$ cat src/pmv_pkg.sv
// package: constants and types for program memory vectoring and table lookup
package pmv_pkg;
  localparam int PC_W = 10;
  localparam logic [PC_W-1:0] RESET_VECTOR = 10'h000;
  localparam logic [PC_W-1:0] IRQ_VECTOR = 10'h008;
  localparam logic [PC_W-1:0] PC_ONE = 10'h001;
  localparam logic [PC_W-1:0] USER_TOP = 10'h3fb;
  localparam logic [7:0] ACC_RESET = 8'h00;
  localparam logic [7:0] FLAG_RESET = 8'h00;
  localparam logic [7:0] FLAG_POWER = 8'h80;
  localparam logic [7:0] IDX_RESET = 8'h00;
  localparam logic [7:0] IMM_BAD_A = 8'he6;
  localparam logic [7:0] IMM_BAD_B = 8'he7;
  localparam int TO_BIT = 7;
  localparam int PD_BIT = 6;
  localparam logic [7:0] CAUSE_MASK = 8'hc0;
  // apb register byte addresses
  localparam logic [7:0] ADDR_CTRL = 8'h00;
  localparam logic [7:0] ADDR_PC = 8'h04;
  localparam logic [7:0] ADDR_ACC = 8'h08;
  localparam logic [7:0] ADDR_FLAG = 8'h0c;
  localparam logic [7:0] ADDR_IDXH = 8'h10;
  localparam logic [7:0] ADDR_IDXL = 8'h14;
  localparam logic [7:0] ADDR_HIGH = 8'h18;
  localparam logic [7:0] ADDR_SAVE = 8'h1c;
  // control register command bits (write one to act)
  localparam int CMD_TREAD = 0;
  localparam int CMD_PUSH = 1;
  localparam int CMD_POP = 2;
  localparam int CMD_IRQ = 3;
  localparam int CMD_STEP = 4;
  typedef enum logic [1:0] {
    PMV_RST_POWER,
    PMV_RST_WDT,
    PMV_RST_PIN
  } pmv_cause_t;
  typedef enum logic [1:0] {
    PMV_IDLE,
    PMV_FETCH,
    PMV_DONE
  } pmv_state_t;
endpackage : pmv_pkg

$ cat src/pmv_rom_if.sv
// interface: table read request between engine and top
`timescale 1ns/100ps
`default_nettype none
interface pmv_rom_if;
  import pmv_pkg::*;
  logic start;
  logic [15:0] addr;
  logic busy;
  logic done;
  logic [15:0] word;
  modport eng (input start, input addr, output busy, output done, output word);
  modport top (output start, output addr, input busy, input done, input word);
endinterface : pmv_rom_if
`default_nettype wire

$ cat src/pmv_table_read.sv
// table read engine: issues a program memory read and captures the word
`timescale 1ns/100ps
`default_nettype none
module pmv_table_read
  import pmv_pkg::*;
(
  input wire logic clk,
  input wire logic reset_n,
  input wire logic clk_en,
  pmv_rom_if.eng req,
  output logic [15:0] mem_addr,
  output logic mem_rd,
  input wire logic [15:0] mem_data
);
  pmv_state_t state_q;
  logic [15:0] word_q;
  // one cycle address, one cycle data; memory read is combinational, data taken in the mem_rd cycle
  always_ff @(posedge clk or negedge reset_n) begin
    if (!reset_n) begin
      state_q <= PMV_IDLE;
    end else if (clk_en) begin
      case (state_q)
        PMV_IDLE: if (req.start) state_q <= PMV_FETCH;
        PMV_FETCH: state_q <= PMV_DONE;
        default: state_q <= PMV_IDLE;
      endcase
    end
  end
  // address latched from the index registers at start
  always_ff @(posedge clk or negedge reset_n) begin
    if (!reset_n) begin
      mem_addr <= 16'h0000;
    end else if (clk_en && state_q == PMV_IDLE && req.start) begin
      mem_addr <= req.addr;
    end
  end
  // data captured at the end of the read cycle, while mem_rd is high
  always_ff @(posedge clk or negedge reset_n) begin
    if (!reset_n) begin
      word_q <= 16'h0000;
    end else if (clk_en && state_q == PMV_FETCH) begin
      word_q <= mem_data;
    end
  end
  assign mem_rd = (state_q == PMV_FETCH);
  assign req.busy = (state_q != PMV_IDLE);
  assign req.done = clk_en && (state_q == PMV_DONE);
  assign req.word = word_q;
endmodule : pmv_table_read
`default_nettype wire

$ cat src/pmv_ctx_save.sv
// one level context save buffer for accumulator and flags
`timescale 1ns/100ps
`default_nettype none
module pmv_ctx_save
  import pmv_pkg::*;
(
  input wire logic clk,
  input wire logic reset_n,
  input wire logic clk_en,
  input wire logic push,
  input wire logic [7:0] acc_in,
  input wire logic [7:0] flag_in,
  output logic [7:0] acc_saved,
  output logic [7:0] flag_saved
);
  // single slot: a second push overwrites the first
  always_ff @(posedge clk or negedge reset_n) begin
    if (!reset_n) begin
      acc_saved <= ACC_RESET;
      flag_saved <= FLAG_RESET;
    end else if (clk_en && push) begin
      acc_saved <= acc_in;
      flag_saved <= flag_in & ~CAUSE_MASK;
    end
  end
endmodule : pmv_ctx_save
`default_nettype wire

$ cat src/pmv_top.sv
// program counter vectoring, table lookup and context save with apb access
// Summary of operation
// - any reset starts fetch at reset vector word zero
// - power, pin or watchdog reset clear pc and system registers
// - reset cause kept in timeout and power down flags
// - interrupt pushes pc to stack, then pc becomes word eight
// - push/pop copy accumulator and flags, reset-cause flags untouched
// - table address: upper index bits 15..8, lower index bits 7..0
// - table read: low byte to accumulator, high byte to high register
// - immediates e6/e7 unusable for indices; tables avoid them
// - upper index never carries when lower index wraps
//
// Implementation choices: the placing of the registers and the APB interface to the registers.
`timescale 1ns/100ps
`default_nettype none
module pmv_top
  import pmv_pkg::*;
(
  input wire logic clk,
  input wire logic reset_n,
  input wire logic clk_en,
  input wire logic wdt_reset,
  input wire logic pin_reset,
  input wire logic irq_take,
  output logic stack_push,
  output logic [pmv_pkg::PC_W-1:0] stack_data,
  output logic [pmv_pkg::PC_W-1:0] pc,
  output logic [15:0] mem_addr,
  output logic mem_rd,
  input wire logic [15:0] mem_data,
  output logic timeout_flag,
  output logic power_down_flag,
  output logic imm_reject,
  input wire logic psel,
  input wire logic penable,
  input wire logic pwrite,
  input wire logic [7:0] paddr,
  input wire logic [31:0] pwdata,
  output logic [31:0] prdata,
  output logic pready,
  output logic pslverr
);
  logic [PC_W-1:0] pc_q;
  logic [7:0] acc_q;
  logic [7:0] flag_q;
  logic [7:0] idx_hi_q;
  logic [7:0] idx_lo_q;
  logic [7:0] high_q;
  logic [7:0] acc_saved;
  logic [7:0] flag_saved;
  logic stack_push_q;
  logic [PC_W-1:0] stack_data_q;
  logic soft_rst;
  logic wr_en;
  logic rd_en;
  logic addr_ok;
  logic cmd_tread;
  logic cmd_push;
  logic cmd_pop;
  logic irq_go;
  logic [31:0] rdata_d;
  logic [31:0] prdata_q;
  pmv_rom_if rom ();

  // apb access phase: zero wait states while clk_en is high; pready follows clk_en
  assign wr_en = psel && penable && pwrite && clk_en;
  assign rd_en = psel && penable && !pwrite;
  assign addr_ok = (paddr == ADDR_CTRL) || (paddr == ADDR_PC) || (paddr == ADDR_ACC) ||
                   (paddr == ADDR_FLAG) || (paddr == ADDR_IDXH) || (paddr == ADDR_IDXL) ||
                   (paddr == ADDR_HIGH) || (paddr == ADDR_SAVE);
  assign pready = clk_en;
  assign pslverr = psel && penable && !addr_ok;
  assign cmd_tread = wr_en && paddr == ADDR_CTRL && pwdata[CMD_TREAD] && !rom.busy;
  assign cmd_push = wr_en && paddr == ADDR_CTRL && pwdata[CMD_PUSH];
  assign cmd_pop = wr_en && paddr == ADDR_CTRL && pwdata[CMD_POP];
  assign irq_go = clk_en && (irq_take || (wr_en && paddr == ADDR_CTRL && pwdata[CMD_IRQ]));
  // watchdog and pin resets clear pc, accumulator, high and index registers as power-on reset does; cause flags differ
  assign soft_rst = wdt_reset || pin_reset;

  // table read address formed straight from the two index registers
  assign rom.start = cmd_tread;
  assign rom.addr = {idx_hi_q, idx_lo_q};

  pmv_table_read u_tread (
    .clk(clk),
    .reset_n(reset_n),
    .clk_en(clk_en),
    .req(rom),
    .mem_addr(mem_addr),
    .mem_rd(mem_rd),
    .mem_data(mem_data)
  );

  pmv_ctx_save u_ctx (
    .clk(clk),
    .reset_n(reset_n),
    .clk_en(clk_en),
    .push(cmd_push),
    .acc_in(acc_q),
    .flag_in(flag_q),
    .acc_saved(acc_saved),
    .flag_saved(flag_saved)
  );

  // program counter: reset vector, interrupt vector, direct write, or single step
  always_ff @(posedge clk or negedge reset_n) begin
    if (!reset_n) begin
      pc_q <= RESET_VECTOR;
    end else if (clk_en) begin
      if (soft_rst) begin
        pc_q <= RESET_VECTOR;
      end else if (irq_go) begin
        pc_q <= IRQ_VECTOR;
      end else if (wr_en && paddr == ADDR_PC) begin
        pc_q <= pwdata[PC_W-1:0];
      end else if (wr_en && paddr == ADDR_CTRL && pwdata[CMD_STEP]) begin
        pc_q <= pc_q + PC_ONE;
      end
    end
  end

  // stack push carries the pc held before the vector load
  always_ff @(posedge clk or negedge reset_n) begin
    if (!reset_n) begin
      stack_push_q <= 1'b0;
      stack_data_q <= RESET_VECTOR;
    end else if (clk_en) begin
      stack_push_q <= irq_go && !soft_rst;
      if (irq_go && !soft_rst) begin
        stack_data_q <= pc_q;
      end
    end
  end

  // reset cause: power gives 1/0, watchdog 0/0, pin 1/1
  always_ff @(posedge clk or negedge reset_n) begin
    if (!reset_n) begin
      flag_q <= FLAG_POWER; // power-on: timeout set, power down clear
    end else if (clk_en) begin
      if (wdt_reset) begin
        flag_q <= FLAG_RESET;
      end else if (pin_reset) begin
        flag_q <= CAUSE_MASK;
      end else if (cmd_pop) begin
        flag_q <= (flag_saved & ~CAUSE_MASK) | (flag_q & CAUSE_MASK);
      end else if (wr_en && paddr == ADDR_FLAG) begin
        flag_q <= (pwdata[7:0] & ~CAUSE_MASK) | (flag_q & CAUSE_MASK);
      end
    end
  end

  // accumulator: table read low byte, pop, or direct write
  always_ff @(posedge clk or negedge reset_n) begin
    if (!reset_n) begin
      acc_q <= ACC_RESET;
    end else if (clk_en) begin
      if (soft_rst) begin
        acc_q <= ACC_RESET;
      end else if (rom.done) begin
        acc_q <= rom.word[7:0];
      end else if (cmd_pop) begin
        acc_q <= acc_saved;
      end else if (wr_en && paddr == ADDR_ACC) begin
        acc_q <= pwdata[7:0];
      end
    end
  end

  // high byte register takes the upper half of the table word
  always_ff @(posedge clk or negedge reset_n) begin
    if (!reset_n) begin
      high_q <= IDX_RESET;
    end else if (clk_en) begin
      if (soft_rst) begin
        high_q <= IDX_RESET;
      end else if (rom.done) begin
        high_q <= rom.word[15:8];
      end else if (wr_en && paddr == ADDR_HIGH) begin
        high_q <= pwdata[7:0];
      end
    end
  end

  // index registers: independent bytes, no carry from low to high
  always_ff @(posedge clk or negedge reset_n) begin
    if (!reset_n) begin
      idx_hi_q <= IDX_RESET;
      idx_lo_q <= IDX_RESET;
    end else if (clk_en) begin
      if (soft_rst) begin
        idx_hi_q <= IDX_RESET;
        idx_lo_q <= IDX_RESET;
      end else begin
        if (wr_en && paddr == ADDR_IDXH && !imm_reject) begin
          idx_hi_q <= pwdata[7:0];
        end
        if (wr_en && paddr == ADDR_IDXL && !imm_reject) begin
          idx_lo_q <= pwdata[7:0]; // wrap leaves upper index alone
        end
      end
    end
  end

  // immediate load of e6/e7 is not supported; written value is dropped
  assign imm_reject = wr_en && (paddr == ADDR_IDXH || paddr == ADDR_IDXL) &&
                      (pwdata[7:0] == IMM_BAD_A || pwdata[7:0] == IMM_BAD_B);

  // read mux
  always_comb begin
    rdata_d = 32'h0000_0000;
    if (paddr == ADDR_CTRL) begin
      rdata_d = {31'h0000_0000, rom.busy};
    end else if (paddr == ADDR_PC) begin
      rdata_d = {22'h00_0000, pc_q};
    end else if (paddr == ADDR_ACC) begin
      rdata_d = {24'h00_0000, acc_q};
    end else if (paddr == ADDR_FLAG) begin
      rdata_d = {24'h00_0000, flag_q};
    end else if (paddr == ADDR_IDXH) begin
      rdata_d = {24'h00_0000, idx_hi_q};
    end else if (paddr == ADDR_IDXL) begin
      rdata_d = {24'h00_0000, idx_lo_q};
    end else if (paddr == ADDR_HIGH) begin
      rdata_d = {24'h00_0000, high_q};
    end else if (paddr == ADDR_SAVE) begin
      rdata_d = {16'h0000, flag_saved, acc_saved};
    end
  end

  // read data registered in setup so it is stable in the access phase
  always_ff @(posedge clk or negedge reset_n) begin
    if (!reset_n) begin
      prdata_q <= 32'h0000_0000;
    end else if (clk_en && psel && !penable) begin
      prdata_q <= rdata_d;
    end
  end

  assign prdata = rd_en ? prdata_q : 32'h0000_0000;
  assign pc = pc_q;
  assign stack_push = stack_push_q;
  assign stack_data = stack_data_q;
  assign timeout_flag = flag_q[TO_BIT];
  assign power_down_flag = flag_q[PD_BIT];
endmodule : pmv_top
`default_nettype wire

$ cat config.mk
export PLATFORM = sky130hd
export DESIGN_NAME = pmv_top
export DESIGN_NICKNAME = d
export VERILOG_FILES = /design/src/pmv_pkg.sv /design/src/pmv_rom_if.sv /design/src/pmv_table_read.sv /design/src/pmv_ctx_save.sv /design/src/pmv_top.sv
export SDC_FILE = /design/constraint.sdc
export NUM_CORES = 1
export LEC_CHECK = 0
export BUFFER_PORTS_ARGS = -buffer_cell sky130_fd_sc_hd__buf_4
export CAP_MARGIN = 20
export CORE_MARGIN = 8
export CORE_UTILIZATION = 30
export DETAILED_ROUTE_END_ITERATION = 10
export HOLD_SLACK_MARGIN = 0.02
export PLACE_DENSITY = 0.46
export SETUP_SLACK_MARGIN = 0.2
export SYNTH_ARGS = -nofsm -noshare
export SYNTH_HDL_FRONTEND = slang
export SYNTH_SLANG_ARGS = --single-unit
export TNS_END_PERCENT = 50
$ cat constraint.sdc
create_clock -name clk -period 2.1 [get_ports clk]
set_input_delay 0.315 -clock clk [delete_from_list [all_inputs] [get_ports clk]]
set_output_delay 0.315 -clock clk [all_outputs]
set_load 0.03 [all_outputs]
==> results of run 1 <==
## per-layer routing
layer,up-vias,share of wire,global-route usage
met5,-,0,0
met4,0,0.019,0.0501
met3,26,0.064,0.0419
met2,170,0.44,0.243
met1,2544,0.48,0.223
li1,2384,-,-
## cells in the mapped netlist, types with 5 or more instances
cell / n / share of area
dfrtp_1: 122 / 0.49
nor3_1: 11 / 0.0088
o21ai_1: 7 / 0.0056
mux2_2: 66 / 0.12
inv_1: 8 / 0.0048
mux2i_1: 18 / 0.029
a21oi_1: 28 / 0.022
nand2_1: 52 / 0.031
nor2b_1: 9 / 0.0090
o221a_2: 6 / 0.011
buf_2: 8 / 0.0064
clkbuf_1: 16 / 0.0096
a22o_1: 16 / 0.022
and2_1: 15 / 0.015
buf_1: 5 / 0.0030
buf_4: 22 / 0.026
a211oi_1: 11 / 0.013
nor2_1: 21 / 0.013
o22ai_1: 11 / 0.011
nor4_1: 9 / 0.0090
o31ai_1: 19 / 0.023
a22oi_1: 13 / 0.016
o21ai_0: 23 / 0.018
## per-stage QoR
step	hold slack [ns]	setup TNS, ns	setup slack (ns)
finish	0.0866	0	0.186
global route	0.0874	0	0.157
CTS	0.0600	0	0.164
detailed placement	0.358	-4.36	-0.187
global placement	0.355	-3.27	-0.174
floorplan	0.0194	0	0.0464
## worst paths after layout
check | cells after the start | to
worst max-delay path | 5 | imm_reject
worst min-delay path | 2 | flag_q[7]$_DFFE_PN1P_
worst max register to register | 5 | pc[9]$_DFFE_PN0P_
worst min register to register | 2 | prdata_q[9]$_DFFE_PN0P_
max in group asynchronous | 3 | flag_q[7]$_DFFE_PN1P_
min in group asynchronous | 3 | u_tread.req.word[12]$_DFFE_PN0P_
## cell usage in the layout, fill, tap and decap left out, drive strengths merged, types with 5 or more instances in the layout
master,n
buf,161
dfrtp,122
mux2,67
nand2,52
o21ai,30
a21oi,28
nor2,23
o31ai,19
clkbuf,19
mux2i,18
conb,18
a22o,16
and2,15
a22oi,13
o22ai,11
nor3,11
a211oi,11
nor4,10
nor2b,9
inv,9
clkinv,7
o221a,6
clkinvlp,5
## area by class of cell
cell class	count	area, um2
Clock inverter	13	96.3
Sequential cell	123	3080
Clock buffer	19	453
Fill cell	1984	12100
Timing Repair Buffer	162	1320
Tap cell	270	338
Inverter	8	30.0
Multi-Input combinational cell	409	2960
## power groups by stage
stage,logic (mW),registers [mW],clock network [mW]
5_1_grt,0.576,2.47,2.90
6_report,0.531,2.46,2.70
3_5_place_dp,0.527,2.51,0
3_3_place_gp,0.519,2.50,0
2_1_floorplan,0.255,2.51,0
4_1_cts,0.533,2.46,2.78
## critical path: cells and delay by family
family        cells  cell delay [ns]
buf+inv           2             0.27
simple gates      3             1.01
## flip-flops by register name, indices dropped and copies added, names as in the netlist, 6 cells and up
name	cells
u_ctx.acc_saved	8
acc_q	8
prdata_q	14
stack_data	10
high_q	8
pc	10
u_tread.req.word	16
u_ctx.flag_saved	6
idx_lo_q	8
idx_hi_q	8
u_tread.mem_addr	16
flag_q	8
## cell families (layout without fill, tap and decap cells)
logic type               count (synthesis)  in the layout
adder cells (fa/ha/maj)                  1              1
multiplexers                            86             86
AO/OA/AOI/OAI                          148            148
other                                    1             18
buffers and inverters                   60            202
XOR/XNOR                                 1              1
flip-flops                             123            123
AND/OR/NAND/NOR                        155            155
## what timing repair did
action | in CTS | in global routing
endpoints found under the setup margin | 2 | 11
resized for setup | 6 | 2
buffers inserted | 1 | 0
hold buffers | 1 | 0
hold endpoints to repair | 122 | 0
pin swaps | 3 | 0
==> impl.org, run 1 <==
** Place
- Port Buffer Count :: 99
- Placed cells :: 970
- Instance area at placement :: 7680 um2
- HPWL after detailed placement :: 15600 um
- Weighted congestion at the end of routability-driven global placement :: 0.914

** GRT
- Via count of the first global-routing pass :: 5288
- Global-route wire length before repair :: 32000 um
- For this run, the total global-route usage over all layers was measured as 0.162.
- Total global routing overflow :: 0
- The initial antenna violation count is 0.
- Entering global routing, the biggest net connects 65 pins.

** Die
- The initialized floorplan defines 52 standard-cell rows.
- Die area :: 25700 um2
- Initial core utilization :: 0.307
- Vertical die dimension :: 160 um
- Measured along the x axis, the die boundary spans 160 um.
- Core area :: 20400 um2
- Number of top-level design ports :: 140

** Yosys
- Compound-gate portion of the synthesized area :: 0.160
- Of all flip-flops after synthesis, the portion carrying an async set or reset was 1.00.
- Number of enable flip-flop cells after synthesis :: 0
- Sequential element share of the synthesized area :: 0.493
- In this run the cell area of the synthesized design comes to 6250 um2.
- Synthesis-stage register bit count :: 123
- Synthesis produced 575 cells.
- Synth warn :: 0
- Fraction of synthesized area in multiplexers :: 0.153
- Syn_area_per_cell :: 10.9 um2
- Of the total synthesized cell area, the portion taken by full adders, half adders and majority gates is 0.00200.
- Dominant combinational cell family by area after synthesis :: compound AO/OA/AOI/OAI gates
- In the synthesized netlist the dominant register cell turns out to be dfrtp_1.
- Share of the synthesized netlist area taken by xor and xnor gates :: 0.00140
- Share of synthesized cell area in and, or, nand and nor gates :: 0.138
- The netlist uses 60 different library cells.

** STA
- Unrepaired setup endpoints after global routing :: true
- Static timing analysis puts the maximum clock frequency at 0.522 GHz.
- Across the routed clock network, the largest skew measured is 0.0124 ns.
- The count of final hold-check violations is 0.
- Setup violations remaining at the end of the flow were counted as 0.
- Max-slew violations :: 0
- Final critical-path share of the clock period :: 0.912
- For the pin with the worst max-slew slack, the measured transition is 0.763 ns.
- Measured against its own limit, the worst slew margin works out to 0.488.
- The worst path in the final design needs a cycle of 1.91 ns, including I/O delays and setup.

** Setup path
- Data arrives at the worst endpoint at 1.60 ns.
- Required time reported for the critical path endpoint :: 1.78 ns
- The setup check on the worst reg-to-reg path leaves a slack of 0.46 ns.
- Traced cell by cell, the critical path runs through buf_6 -> or4b_4 -> or2_4 -> nor4_4 -> buf_6.
- In this run the critical register-to-register path is launched from pc[2]$_DFFE_PN0P_.
- Maximum cell stage delay along the critical path :: 0.55 ns
- The critical path starts at paddr[5].
- Maximum fanout encountered on the critical timing path :: 2
- The worst setup path is launched from a primary input.
- The most numerous cell type found on the critical path is buf_6.
- Path type of the worst setup path :: primary input to output port
- STA classifies the critical path endpoint as an output port.
- Among all stages on the critical path, the largest delay is contributed by or4b_4.

** Hold path
- The min-delay analysis places its worst path in the category primary input to register.
- Beginning of the worst hold path :: wdt_reset

** Flow run
- Max Cap Viol :: 0

** CTS
- The number of clock buffers added by TritonCTS is 17.
- Number of H-tree branching levels :: 4
- TritonCTS built the clock tree.
- Clock net sink count :: 123
- The clock passes through at most 2 buffers.
- CTS root buffer :: clkbuf_16
- Clock-pin slew on the worst setup and hold paths :: 0.06 ns
- For the worst-skew pair, the clock arrives at the later sink with an insertion delay of 0.43 ns.

** Power
- The internal portion of the total power is 4.20 mW.
- Worst vdd ir :: 0.000554 V
- The completed layout was analyzed and its total power is 5.70 mW.
- Dividing total power by cell area gives a power density of 689 nW/um2.
- Leakage power total :: 3.92 nW
- The share of total power dissipated in sequential elements is 0.432.
- Power share of the clock group :: 0.474
- Switching share of power :: 0.264
- The analysis attributes to net switching a power of 1.50 mW.
- Proportion of power drawn by combinational gates :: 0.093

** Routing
- After detailed routing, the average wire length per cell comes to 20.5 um.
- Once detail routing completed, the nets flagged for antenna violations numbered 0.
- Via-per-instance ratio :: 5.10
- The pre-antenna-repair detailed-routing pass consisted of 5 iterations.
- In the routed design, unresolved DRC markers number 0.
- Wirelength, routed :: 20500 um
- In this run, the number of DRC markers left after iteration 0 of detailed routing was 379.
- The detailed router placed 5124 vias in this run.

** Final layout
- The finished layout holds 1004 standard cells, fillers aside.
- Post-route cell area :: 8280 um2
- Of the cells placed in the final design, the portion with a size suffix greater than 1 is 0.392.
- Area growth from synthesis to layout :: 32.5%
- 0 antenna diodes ended up in the layout.
- # nets final :: 787
- For this run, the share of the core covered by cells in the final layout is 0.406.

** Status
- The run finished with clean final reports.
Note: power is estimated with default switching activity, not from simulation.
==> run 2: changes to the inputs <==
==> constraint.sdc (replaced) <==
create_clock -name clk -period 2.09 [get_ports clk]
set_input_delay 0.3135 -clock clk [delete_from_list [all_inputs] [get_ports clk]]
set_output_delay 0.3135 -clock clk [all_outputs]
set_load 0.03 [all_outputs]
==> run 2 against run 1 <==
Net effect: count of clock-buffer cells in the layout grew 2; non-clock buffer count grew 10; largest cell class unchanged; combinational power grew 3%; sequential share of layout area shrank 0.75 points; core utilization grew 0.84 points.
==> impl.org, run 2 (synthesis gave the netlist of run 1 again) <==
** Power
- The total power was 6.06 mW (was 5.70 mW).
- Power Density :: 717 nW/um2 (was 689 nW/um2)
- The leakage power of the design was 4.01 nW (was 3.92 nW).
- The largest vdd supply drop came to 0.000557 V (was 0.000554 V).

** Setup path
- Path type of the worst setup path :: primary input to output port (unchanged)
- Register-to-Register Setup Slack :: 0.38 ns (was 0.46 ns)
- The source of the critical timing path is paddr[5] (unchanged).
- The source of the worst register-to-register timing path is pc[0]$_DFFE_PN0P_ (was pc[2]$_DFFE_PN0P_).
- Capture point of the critical path :: imm_reject (unchanged)
- The required time at the endpoint of the critical path came to 1.78 ns (about the same).
- The category of the worst setup path capture point is an output port (unchanged).
- The critical path data arrival time came to 1.67 ns (was 1.60 ns).
- Number of cells traversed by the worst register-to-register path :: 6 (was 5)
- The category of the worst setup path launch point was a primary input (unchanged).
- Capturing point of the worst reg2reg path :: pc[8]$_DFFE_PN0P_ (was pc[9]$_DFFE_PN0P_)
- Maximum fanout encountered on the critical timing path :: 2 (unchanged)

** Die
- The die boundary height is 160 um (unchanged).
- The count of standard-cell rows was 52 (unchanged).
- The floorplan core area is 20400 um2 (unchanged).
- Initial core utilization :: 0.307 (unchanged)
- The width of the die was 160 um (unchanged).
- Die area :: 25700 um2 (unchanged)
- The count of pins on the block boundary is 140 (unchanged).

** STA
- Setup_tns :: 0 ns (unchanged)
- The worst path in the final design needs a cycle of 1.98 ns, including I/O delays and setup.
- Of the available clock period, the critical path in the final layout requires 0.947.
- The final setup violation count is 0 (unchanged).
- The count of final hold-check violations came to 0 (unchanged).
- The final count of pins violating max slew came to 0 (unchanged).
- Skew final :: 0.00874 ns (was 0.0124 ns)
- Timing would allow up to 0.505 GHz.
- Max transition margin :: 0.423 (was 0.488)
- Unrepaired setup endpoints after global routing :: true (unchanged)
- The transition time at the pin with the least slew margin came to 0.861 ns (was 0.763 ns).

** CTS
- The TritonCTS clock tree is built (unchanged).
- CTS root buffer :: clkbuf_16 (unchanged)
- Clock-pin slew on the worst setup and hold paths :: 0.06 ns (about the same)
- The number of buffers inserted during clock tree synthesis is 17 (unchanged).
- The clock latency reported for the late side of the worst-skew pair was 0.42 ns (was 0.43 ns).
- Clock net sink count :: 123 (unchanged)
- The maximum clock insertion buffer count was 2 (unchanged).
- Number of H-tree branching levels :: 4 (unchanged)

** Routing
- Average wire per standard cell :: 20.7 um (was 20.5 um)
- Wirelength, routed :: 21000 um (was 20500 um)
- The length of the first detailed-routing pass in iterations came to 4 (was 5).
- Starting DRC count in detailed routing :: 342 (was 379)
- The via count is 5188 (was 5124).
- Remaining antenna violation count after routing :: 0 (unchanged)
- Via-per-instance ratio :: 5.12 (was 5.10)
- The residual DRC count came to 0 (unchanged).

** Place
- The routability-driven placement congestion ratio was 0.896 (was 0.914).
- Port Buffer Count :: 99 (unchanged)
- The estimated wirelength of the detail-placed design is 16100 um (was 15600 um).

** Status
- Status: complete, no violations (unchanged).

** Final layout
- Most frequent standard cell in the layout excluding fill and tap cells :: buf_4 (unchanged)
- # nets final :: 797 (was 787)
- Number of inserted filler cells in the final layout :: 2017 (was 1984)
- The growth of design area from synthesis to finish is 35.2% (was 32.5%).
- Utilization after layout :: 0.415 (was 0.406)
- The area taken by multi-input logic gates came to 2980 um2 (was 2960 um2).
- The register area is 3080 um2 (unchanged).
- Top library cells by usage in the layout, fill and taps aside :: buf_4, dfrtp_1, mux2_2 (unchanged)
- Antenna cells :: 0 (unchanged)
- The proportion of layout cells with a drive suffix above 1 is 0.401 (was 0.392).

** Hold path
- The class of the most critical hold timing path is primary input to register (unchanged).
- Beginning of the worst hold path :: wdt_reset (unchanged)

** Flow run
- Max Cap Viol :: 0 (unchanged)

** GRT
- The layer with the highest usage is met2 (unchanged).
- The wire length of the first global-routing pass came to 32800 um (was 32000 um).
- The total congestion overflow came to 0 (unchanged).
- The met2 track demand over resource is 0.261 (was 0.243).
- Total track usage :: 0.165 (was 0.162)
- Maximum number of pins on one net before global-route repair :: 108 (was 65)
- The via count of the first global-routing pass came to 5400 (was 5288).
- Met1 routing resource usage after global routing :: 0.220 (was 0.223)
- Number of antenna violations at the first check in global routing :: 0 (unchanged)
- The met3 track demand over resource in global routing was 0.0473 (was 0.0419).
-- run 2: final cells by class --
cell class / instances / share of cell area
clock buffers: 21 / 0.0557
clock inverters: 11 / 0.0170
inverters: 8 / 0.00355
multi-input cells: 409 / 0.352
flip-flops and latches: 123 / 0.364
well taps: 270 / 0.0400
repair buffers: 172 / 0.167
-- run 2: per-stage QoR --
stage | cell area, um2 | instances | hold slack, ns | worst slack, ns
finish | 8450 | 1014 | 0.0938 | 0.110
global route | 8450 | 1014 | 0.0908 | 0.0808
CTS | 8430 | 1014 | 0.0687 | 0.0853
detailed placement | 7770 | 980 | 0.194 | -0.209
global placement | 7770 | 980 | 0.191 | -0.197
floorplan | 6370 | 592 | 0.0179 | 0.0822
-- run 2: worst min-delay path by stage --
stage / endpoint / slack (ns) / cells after the start
finish: flag_q[7]$_DFFE_PN1P_ / 0.09 / 2
global route: flag_q[7]$_DFFE_PN1P_ / 0.09 / 2
CTS: flag_q[7]$_DFFE_PN1P_ / 0.07 / 2
detailed placement: u_tread.req.word[12]$_DFFE_PN0P_ / 0.19 / 1
global placement: u_tread.req.word[11]$_DFFE_PN0P_ / 0.19 / 1
floorplan: acc_q[0]$_DFFE_PN0P_ / 0.02 / 0
-- run 2: layer usage --
layer  wire length [um]  vias to the layer above
li1                   -                     2410
met1               9780                     2611
met2               9820                      155
met3               1280                       12
met4                157                        0
met5                  0                        -
-- run 2: critical path, stage by stage --
cell and delay [ns]:
buf_6 0.09, or4b_4 0.56, or2_4 0.26, buf_6 0.12
nor4_4 0.15, buf_6 0.17
-- run 2: what timing repair did --
action	4_1_cts	5_1_grt
pin swaps	3	3
buffers inserted	1	0
endpoints found under the hold margin	16	0
resized for setup	6	5
hold buffers	1	0
setup endpoints to repair	2	20
-- run 2: power by group --
part | switching (mW) | internal [mW] | total (mW) | leakage [nW]
clock network | 1.07 | 1.96 | 3.03 | 0.291
registers | 0.0392 | 2.44 | 2.48 | 1.70
logic | 0.337 | 0.211 | 0.549 | 2.02
total | 1.45 | 4.61 | 6.06 | 4.01
